<file path="config.mk">
export PLATFORM = sky130hd
export DESIGN_NAME = bst_ctrl
export DESIGN_NICKNAME = d
export VERILOG_FILES = /design/src/bst_pkg.sv /design/src/bst_ctrl.sv
export VERILOG_INCLUDE_DIRS = /design/src
export SDC_FILE = /design/constraint.sdc
export NUM_CORES = 1
export LEC_CHECK = 0
export BUFFER_PORTS_ARGS = -buffer_cell sky130_fd_sc_hd__buf_4
export CAP_MARGIN = 20
export CORE_MARGIN = 3
export CORE_UTILIZATION = 31
export DETAILED_ROUTE_END_ITERATION = 8
export GPL_TIMING_DRIVEN = 0
export SYNTH_ARGS = -nofsm -noshare
export SYNTH_HDL_FRONTEND = slang
export SYNTH_SLANG_ARGS = --single-unit
</file>
<file path="constraint.sdc">
create_clock -name clk -period 5.5 [get_ports clk]
set_input_delay 0.275 -clock clk [delete_from_list [all_inputs] [get_ports clk]]
set_output_delay 0.275 -clock clk [all_outputs]
set_load 0.01 [all_outputs]
</file>
<file path="src/bst_map.svh">
// Register offsets, field positions, reset values and counts of the self-test controller
`ifndef BST_MAP_SVH
`define BST_MAP_SVH

`define BST_ADDR_W        4
`define BST_DATA_W        16

`define BST_OFS_CTRL_A    4'h0
`define BST_OFS_INT_EVT   4'h1
`define BST_OFS_SIG       4'h2
`define BST_OFS_LFSR      4'h3
`define BST_OFS_STATUS    4'h4
`define BST_OFS_CYCLES    4'h5

`define BST_CTRL_RUN      0
`define BST_CTRL_EB_LOOP  1
`define BST_CTRL_REM_LOOP 2
`define BST_CTRL_CNT_SEG  3
`define BST_CTRL_BSCAN    4
`define BST_CTRL_W        5
`define BST_CTRL_RST      5'h00

`define BST_INT_DONE      0

`define BST_LFSR_W        16
`define BST_LFSR_SEED     16'h0001
`define BST_SIG_W         16
`define BST_SIG_RST       16'h0000
`define BST_PAIR_W        10
`define BST_SEG_W         4

`define BST_CHAIN_LEN     49
`define BST_BYTE_CLK_NS   80
`define BST_PATTERNS      65535

`endif

</file>
<file path="src/bst_pkg.sv">
// Types shared by the self-test controller
`default_nettype none
package bst_pkg;

    typedef enum logic [1:0] {
        BST_IDLE,
        BST_INIT,
        BST_RUN,
        BST_DONE
    } bst_state_t;

    // Observation signals fed to the signature register
    typedef struct packed {
        logic [9:0] dec_pair;
        logic       rf_obs;
        logic       dsg_obs;
        logic       enc_obs;
        logic       sm_scan_out;
    } bst_obs_t;

    // Pin values captured into the boundary chain
    typedef struct packed {
        logic [4:0]  symbol_rx_in;
        logic        optic_off_out;
        logic [4:0]  symbol_tx_out;
        logic [9:0]  pair_tx_in;
        logic        tx_parity_in;
        logic        rx_parity_out;
        logic [9:0]  pair_rx_out;
        logic [15:0] processor_data_bus;
    } bst_pins_t;

    typedef struct packed {
        bst_state_t  st;
        logic [4:0]  ctrl;
        logic        done;
        logic [15:0] lfsr;
        logic [15:0] sig;
        logic [15:0] cyc;
        logic [9:0]  txd;
        logic        test_sel;
        logic        eb_sel;
        logic        rem_sel;
        logic        dp_init;
        logic        sm_scan_mode;
        logic        seg_mode;
        logic        bscan_mode;
        logic [15:0] rdata;
        logic [48:0] chain;
    } bst_regs_t;

endpackage
`default_nettype wire
</file>
<file path="src/bst_ctrl.sv">
// Self-test, counter segmentation and boundary-scan controller
`timescale 1ns/1ps
`default_nettype none
`include "bst_map.svh"
// How it works
// - Outside a run the block drives no data path; the test mux select stays off; loop selects follow their bits, remote only with the EB loop bit clear.
// - Setting the run bit in control register A starts the self-test.
// - First cycle initialises path, pattern source, signature and scan mode; then run.
// - Pattern source is a 16-bit shift register stepped every clock, 65535 patterns.
// - The test is complete when the pattern register reaches zero.
// - At completion the signature freezes and stays readable over the register port.
// - Completion of a run raises the interrupt output.
// - Interrupt clears only by writing run bit zero, never by reading events.
// - Writing the run bit to zero before completion aborts the test.
// - Pattern data goes into the transmit output latch through the test mux.
// - Transmit latch data loops into the framer input via local loopback.
// - Decoder output feeds the signature and loops into the transmit path.
// - Signature samples data before filter blocks; those add observation bits.
// - In test mode machine state bits form a chain feeding one signature bit.
// - Counter segmentation mode splits counters into independent 4-bit pieces.
// - Boundary chain shifts serially, captures in parallel, then shifts out.
// - Chain input is the first test pin, output the scan output pin.
// - Chain order runs symbol in, optic off, symbol out, transmit pair, parities, receive pair, bus.
// - Only the output half of the processor bus joins the chain.
// - All chain shifting and capture run on the block clock.
// - During a run the test mux takes the self-test source over the encoder.
// - During a run remote loopback is forced regardless of its control bit.
module bst_ctrl #(
    parameter int LFSR_W = `BST_LFSR_W,
    parameter int SEG_W  = `BST_SEG_W
) (
    // Clock, reset, enable
    input  wire logic                    clk,
    input  wire logic                    srst,
    input  wire logic                    ce,
    // Register port
    input  wire logic [`BST_ADDR_W-1:0]  reg_addr,
    input  wire logic [`BST_DATA_W-1:0]  reg_wdata,
    input  wire logic                    reg_wr,
    input  wire logic                    reg_rd,
    output logic      [`BST_DATA_W-1:0]  reg_rdata,
    output logic                         selftest_irq,
    // Data path
    input  wire bst_pkg::bst_obs_t       obs,
    output logic      [9:0]              tx_test_pair,
    output logic                         test_mux_sel,
    output logic                         eb_loop_sel,
    output logic                         rem_loop_sel,
    output logic                         dp_init,
    // Test modes
    output logic                         sm_scan_mode,
    output logic                         cnt_seg_mode,
    output logic                         bscan_mode,
    // Boundary scan
    input  wire logic                    test0_in,
    input  wire logic                    bscan_shift,
    input  wire logic                    bscan_capture,
    input  wire bst_pkg::bst_pins_t      pins,
    output logic                         scan_out_pin,
    output logic      [48:0]             bscan_chain
);

    // The step functions are written for these sizes only
    if (LFSR_W != `BST_LFSR_W || SEG_W != `BST_SEG_W)
    begin : g_size_check
        $error("bst_ctrl: only a 16-bit pattern source with 4-bit segments is supported");
    end

    bst_pkg::bst_regs_t r_q;
    bst_pkg::bst_regs_t r_d;

    // De Bruijn step: the all-zero state is part of the cycle, so a run ends on zero
    function automatic logic [15:0] lfsr_step(input logic [15:0] s);
        logic fb;
        fb = s[15] ^ s[14] ^ s[12] ^ s[3] ^ (s[14:0] == 15'h0000);
        return {s[14:0], fb};
    endfunction

    function automatic logic [15:0] sig_step(input logic [15:0] s, input logic [13:0] din);
        logic fb;
        fb = s[15] ^ s[14] ^ s[12] ^ s[3];
        return {s[14:0], fb} ^ {2'h0, din};
    endfunction

    // Segmented increment: carries stop at every 4-bit boundary when seg is set
    function automatic logic [15:0] cnt_inc(input logic [15:0] c, input logic seg);
        logic [15:0] res;
        logic        cy;
        res = c;
        cy  = 1'b1;
        for (int i = 0; i < 16; i++)
        begin
            if (seg && (i % 4 == 0))
                cy = 1'b1;
            res[i] = c[i] ^ cy;
            cy     = c[i] & cy;
        end
        return res;
    endfunction

    // Chain position 0 is nearest the serial input
    function automatic logic [48:0] chain_load(input bst_pkg::bst_pins_t p);
        logic [48:0] v;
        v = '0;
        for (int i = 0; i < 5; i++)
            v[i] = p.symbol_rx_in[i];
        v[5] = p.optic_off_out;
        for (int i = 0; i < 5; i++)
            v[6 + i] = p.symbol_tx_out[4 - i];
        for (int i = 0; i < 10; i++)
            v[11 + i] = p.pair_tx_in[i];
        v[21] = p.tx_parity_in;
        v[22] = p.rx_parity_out;
        for (int i = 0; i < 10; i++)
            v[23 + i] = p.pair_rx_out[9 - i];
        for (int i = 0; i < 16; i++)
            v[33 + i] = p.processor_data_bus[15 - i];
        return v;
    endfunction

    logic        wr_ctrl;
    logic        run_wr0;
    logic        running;
    logic [13:0] obs_bits;

    assign wr_ctrl  = reg_wr && (reg_addr == `BST_OFS_CTRL_A);
    assign run_wr0  = wr_ctrl && !reg_wdata[`BST_CTRL_RUN];
    assign running  = (r_q.st == bst_pkg::BST_RUN);
    assign obs_bits = {obs.dec_pair, obs.rf_obs, obs.dsg_obs, obs.enc_obs, obs.sm_scan_out};

    always_comb
    begin
        r_d         = r_q;
        r_d.dp_init = 1'b0;

        if (wr_ctrl)
            r_d.ctrl = reg_wdata[`BST_CTRL_W-1:0];

        unique case (r_q.st)
            bst_pkg::BST_IDLE:
            begin
                if (wr_ctrl && reg_wdata[`BST_CTRL_RUN])
                begin
                    r_d.st      = bst_pkg::BST_INIT;
                    r_d.lfsr    = `BST_LFSR_SEED;
                    r_d.sig     = `BST_SIG_RST;
                    r_d.cyc     = 16'h0000;
                    r_d.dp_init = 1'b1;
                end
            end
            bst_pkg::BST_INIT:
            begin
                r_d.st = bst_pkg::BST_RUN;
            end
            bst_pkg::BST_RUN:
            begin
                if (r_q.lfsr == 16'h0000)
                begin
                    r_d.st   = bst_pkg::BST_DONE;
                    r_d.done = 1'b1;
                end
                else
                begin
                    r_d.lfsr = lfsr_step(r_q.lfsr);
                    r_d.sig  = sig_step(r_q.sig, obs_bits);
                    r_d.cyc  = cnt_inc(r_q.cyc, r_q.ctrl[`BST_CTRL_CNT_SEG]);
                end
            end
            bst_pkg::BST_DONE:
            begin
                // Signature held: nothing advances here
            end
        endcase

        // Zero on the run bit aborts or clears; a same-cycle completion still latches
        if (run_wr0)
        begin
            r_d.st = bst_pkg::BST_IDLE;
            if (!(running && r_q.lfsr == 16'h0000))
                r_d.done = 1'b0;
        end

        r_d.test_sel     = (r_d.st == bst_pkg::BST_RUN);
        r_d.txd          = (r_d.st == bst_pkg::BST_RUN) ? r_d.lfsr[9:0] : 10'h000;
        r_d.eb_sel       = r_d.test_sel || r_d.ctrl[`BST_CTRL_EB_LOOP];
        r_d.rem_sel      = r_d.test_sel
                           || (r_d.ctrl[`BST_CTRL_REM_LOOP] && !r_d.ctrl[`BST_CTRL_EB_LOOP]);
        r_d.sm_scan_mode = (r_d.st == bst_pkg::BST_INIT) || (r_d.st == bst_pkg::BST_RUN);
        r_d.seg_mode     = r_d.ctrl[`BST_CTRL_CNT_SEG];
        r_d.bscan_mode   = r_d.ctrl[`BST_CTRL_BSCAN];

        // Boundary chain, clocked by the block clock
        if (r_q.bscan_mode)
        begin
            if (bscan_capture)
                r_d.chain = chain_load(pins);
            else if (bscan_shift)
                r_d.chain = {r_q.chain[47:0], test0_in};
        end

        r_d.rdata = 16'h0000;
        if (reg_rd)
        begin
            unique case (reg_addr)
                `BST_OFS_CTRL_A:  r_d.rdata = {11'h000, r_q.ctrl};
                `BST_OFS_INT_EVT: r_d.rdata = {15'h0000, r_q.done};
                `BST_OFS_SIG:     r_d.rdata = r_q.sig;
                `BST_OFS_LFSR:    r_d.rdata = r_q.lfsr;
                `BST_OFS_STATUS:  r_d.rdata = {14'h0000, r_q.st};
                `BST_OFS_CYCLES:  r_d.rdata = r_q.cyc;
                default:          r_d.rdata = 16'h0000;
            endcase
        end
    end

    always_ff @(posedge clk)
    begin
        if (srst)
        begin
            r_q       <= '0;
            r_q.st    <= bst_pkg::BST_IDLE;
            r_q.ctrl  <= `BST_CTRL_RST;
            r_q.lfsr  <= `BST_LFSR_SEED;
            r_q.sig   <= `BST_SIG_RST;
        end
        else if (ce)
        begin
            r_q <= r_d;
        end
    end

    assign reg_rdata    = r_q.rdata;
    assign selftest_irq = r_q.done;
    assign tx_test_pair = r_q.txd;
    assign test_mux_sel = r_q.test_sel;
    assign eb_loop_sel  = r_q.eb_sel;
    assign rem_loop_sel = r_q.rem_sel;
    assign dp_init      = r_q.dp_init;
    assign sm_scan_mode = r_q.sm_scan_mode;
    assign cnt_seg_mode = r_q.seg_mode;
    assign bscan_mode   = r_q.bscan_mode;
    assign scan_out_pin = r_q.chain[48];
    assign bscan_chain  = r_q.chain;
endmodule // bst_ctrl
`default_nettype wire

</file>
==> results.yml <==
run_status:
  status: "complete, no violations"
critical_path:
  worst-path-buf-inv: 0
  crit_end: "r_q[97]"
  cp-start-kind: "flop"
  cp_top_family: "adder cells"
  cp_max_fo: 4
  critPathMostFrequentCell: "ha_1"
  arrival_ps: 4630
  r2r-end: "r_q[97]"
  cp-startpoint: "r_q[82]"
  timing.critical_path.cells: "ha_1 > ha_1 > ha_1 > or2_2 > ha_1 > ha_1 > ha_1 > ha_1 > or2_2 > ha_1 > ha_1 > ha_1 > ha_1 > or2_2 > ha_1 > ha_1 > ha_1 > nand2b_1 > a21oi_1 > nand3_1 > o21ai_0"
  cp_slowest_cell: "dfxtp_1"
  reg2reg_from: "r_q[82]"
  slowest_delay_ps: 340
  worstSetupPathType: "flop to flop"
  rr_worst_depth: 21
  worstPathRequired_ps: 5850
  rrSetupSlack_ps: 1210
  crit_cells: 21
  end_kind: "flop"
clock_network:
  clk_latency_ps: 430
  cts_buffers: 17
  ctsResizeCount: 0
  postCtsSetupBuffers: 0
  clk_pin_slew_ps: 60
  htree_num_levels: 4
  clockBufferDepth: 2
  cts.sinks: 136
  cts_tree: "done"
  root_buffer: "clkbuf_16"
  cts_hold_buf: 0
sta:
  drv_slew: 0
  max_slew_margin_pct: 51.5
  finalHoldViolCount: 0
  fmax_mhz: 233
  setup_viol: 0
  rsz0062_at_grt: "false"
  clock_skew_ps: 16.8
  period_needed_ps: 4290
  fin_crit_sh_pct: 77.9
  setup_tns_ps: 0
  worst_slew_pin_slew_ps: 727
  setup_slack_ps: 1210
detailed_routing:
  ant_nets: 0
  drtPass1Iterations: 8
  viasPerCell: 5.05
  wl_per_cell_um: 17.7
  drt_iter0_markers: 304
  wl_um: 21700
  drc_errors: 0
  vias: 6191
power_and_ir_drop:
  p_total_w: 0.00225
  power_frac_comb_pct: 6.8
  power.density_nw_per_um2: 243
  vdd_drop_max_mv: 0.158
  p_leak_nw: 3.77
  swShare_pct: 25.4
  clockPowerShare_pct: 49.1
  p_int_w: 0.00168
  power.switching_w: 0.000570
  seq_power_share_pct: 44.1
logic_synthesis:
  syn_nets: 861
  avgSynthCellArea_um2: 9.44
  yosys.cell_types.count: 57
  synth_top_area_cell: "dfxtp_1"
  ys_warn_count: 0
  yosysMostFrequentCell: "dfxtp_1"
  async_flop_share_pct: 0
  ys_seq_area_share_pct: 38.3
  synth_edf_count: 0
  ys.flop_type: "dfxtp_1"
  synth-seq-cells: 136
  syn-instance-count: 754
  syn-cell-area_um2: 7110
  synthTopCellsByCount: "136 x dfxtp_1, 75 x buf_4, 71 x nor2_1"
  synth.top_cells.by_area: "dfxtp_1 38%, buf_4 7.9%, mux2i_1 7.9%"
  synth_top_area_share_pct: 38.3
global_routing:
  grt_pass1_vias: 6161
  grt_pass1_wl_um: 33900
  antenna_found_initial: 0
  grt_overflow_total: 0
  grt_use_total_pct: 17.5
  grt_max_degree: 17
die:
  die_w_um: 157
  rows: 54
  initial_core_util_pct: 32.1
  io_pins: 175
  dieArea_um2: 24800
  core-area_um2: 22200
  die_h_um: 157
worst_hold_path:
  hold_path.class: "input pin to flop"
cells_and_area:
  drive_gt1_share_pct: 35.1
  diodes: 0
  area_growth_syn_to_layout_pct: 29.7
  layout.nets: 1040
  fillCellCount: 2215
placement:
  place.gp.congestion: 0.827
  dp_hpwl_um: 16200
  pre_cts_slack_ps: 1260
  portBuffers: 160
run:
  maxCapViolations: 0
==> through the flow <==
| step | utilization (%) | cell area (um^2) | hold WS [ps] | instances |
|---|---|---|---|---|
| 3_3_place_gp | 39.1 | 8670 | 439 | 1194 |
| 3_5_place_dp | 39.1 | 8670 | 446 | 1194 |
| 2_1_floorplan | - | 7110 | 419 | 754 |
| 5_1_grt | 41.6 | 9230 | 113 | 1226 |
| 4_1_cts | 41.6 | 9230 | 83.5 | 1226 |
| 6_report | 41.6 | 9230 | 95.2 | 1226 |
==> worst min-delay path by stage <==
| stage | from | to | slack (ps) | cells after the start |
|---|---|---|---|---|
| after CTS | reg_wdata[4] | r_q[135] | 80 | 3 |
| after detailed placement | reg_rdata[10] | reg_rdata[10] | 450 | 2 |
| after floorplan | reg_wdata[0] | r_q[131] | 420 | 2 |
| after global routing | reg_wdata[4] | r_q[135] | 110 | 3 |
| after global placement | reg_rdata[11] | reg_rdata[11] | 440 | 2 |
| final | reg_wdata[4] | r_q[135] | 100 | 3 |
==> cell usage in the layout, fill, tap and decap left out, types with 5 or more instances in the layout <==
master / count
o22ai_1: 10
a211oi_1: 56
clkbuf_1: 32
a21oi_1: 7
buf_4: 235
dfxtp_1: 136
nand2_1: 31
nor2_1: 71
o21ai_1: 6
buf_6: 5
a221oi_1: 8
or2_2: 5
clkbuf_16: 17
o32ai_1: 19
a211oi_2: 10
a2bb2oi_1: 5
inv_6: 6
nand3_1: 14
a222oi_1: 15
a21boi_0: 7
ha_1: 16
a22oi_1: 14
buf_2: 21
xnor2_1: 19
mux2_2: 6
inv_1: 22
nand2b_1: 34
o21ai_0: 10
mux2i_1: 56
==> registers in the layout (all words and copies together) (netlist names), 10 cells and up <==
register	cells
bscan_chain	49
r_q	55
reg_rdata	16
tx_test_pair	10
==> kinds of logic after synthesis <==
| group | Yosys count | share of synthesized area [%] |
|---|---|---|
| AO/OA/AOI/OAI | 184 | 20.8 |
| XOR/XNOR | 19 | 2.34 |
| adder cells (fa/ha/maj) | 16 | 2.81 |
| buffers and inverters | 156 | 13.1 |
| flip-flops | 136 | 38.3 |
| multiplexers | 62 | 8.83 |
| AND/OR/NAND/NOR | 181 | 13.8 |
==> layout make-up <==
cell class | count | area (um^2) | area share (%)
plain buffers | 134 | 850 | 9.21
clock buffers | 19 | 453 | 4.91
clock inverters | 13 | 109 | 1.18
inverters | 22 | 82.6 | 0.895
multi-input cells | 462 | 3460 | 37.5
flip-flops and latches | 136 | 2720 | 29.5
well taps | 280 | 350 | 3.80
repair buffers | 160 | 1200 | 13.0
==> power by group through the flow <==
stage / sequential (W) / combinational (W) / clock (W)
after global routing: 0.000990 / 0.000166 / 0.00117
after floorplan: 0.00101 / 0.0000785 / 0
after CTS: 0.000990 / 0.000155 / 0.00113
after detailed placement: 0.00101 / 0.000154 / 0
after global placement: 0.00101 / 0.000154 / 0
final: 0.000990 / 0.000153 / 0.00110
==> worst reg2reg max path, cell delays in order, from the launching register on <==
cell and delay [ps]:
dfxtp_1 340, ha_1 210, ha_1 180, ha_1 160, or2_2 270, ha_1 180, ha_1 190, ha_1 180
ha_1 170, or2_2 270, ha_1 180, ha_1 190, ha_1 190, ha_1 170, or2_2 290, ha_1 190
ha_1 180, ha_1 210, nand2b_1 150, a21oi_1 140, nand3_1 80, o21ai_0 90
==> layer usage <==
layer	GRT usage (%)	wire length (um)	share of wire, %	up-vias
met4	3.39	123	0.57	0
met3	6.98	2150	9.9	11
met1	22.7	9670	45	2916
met5	0	0	0	-
met2	27.7	9710	45	229
li1	-	-	-	3035
(Power assumes the default switching activity.)
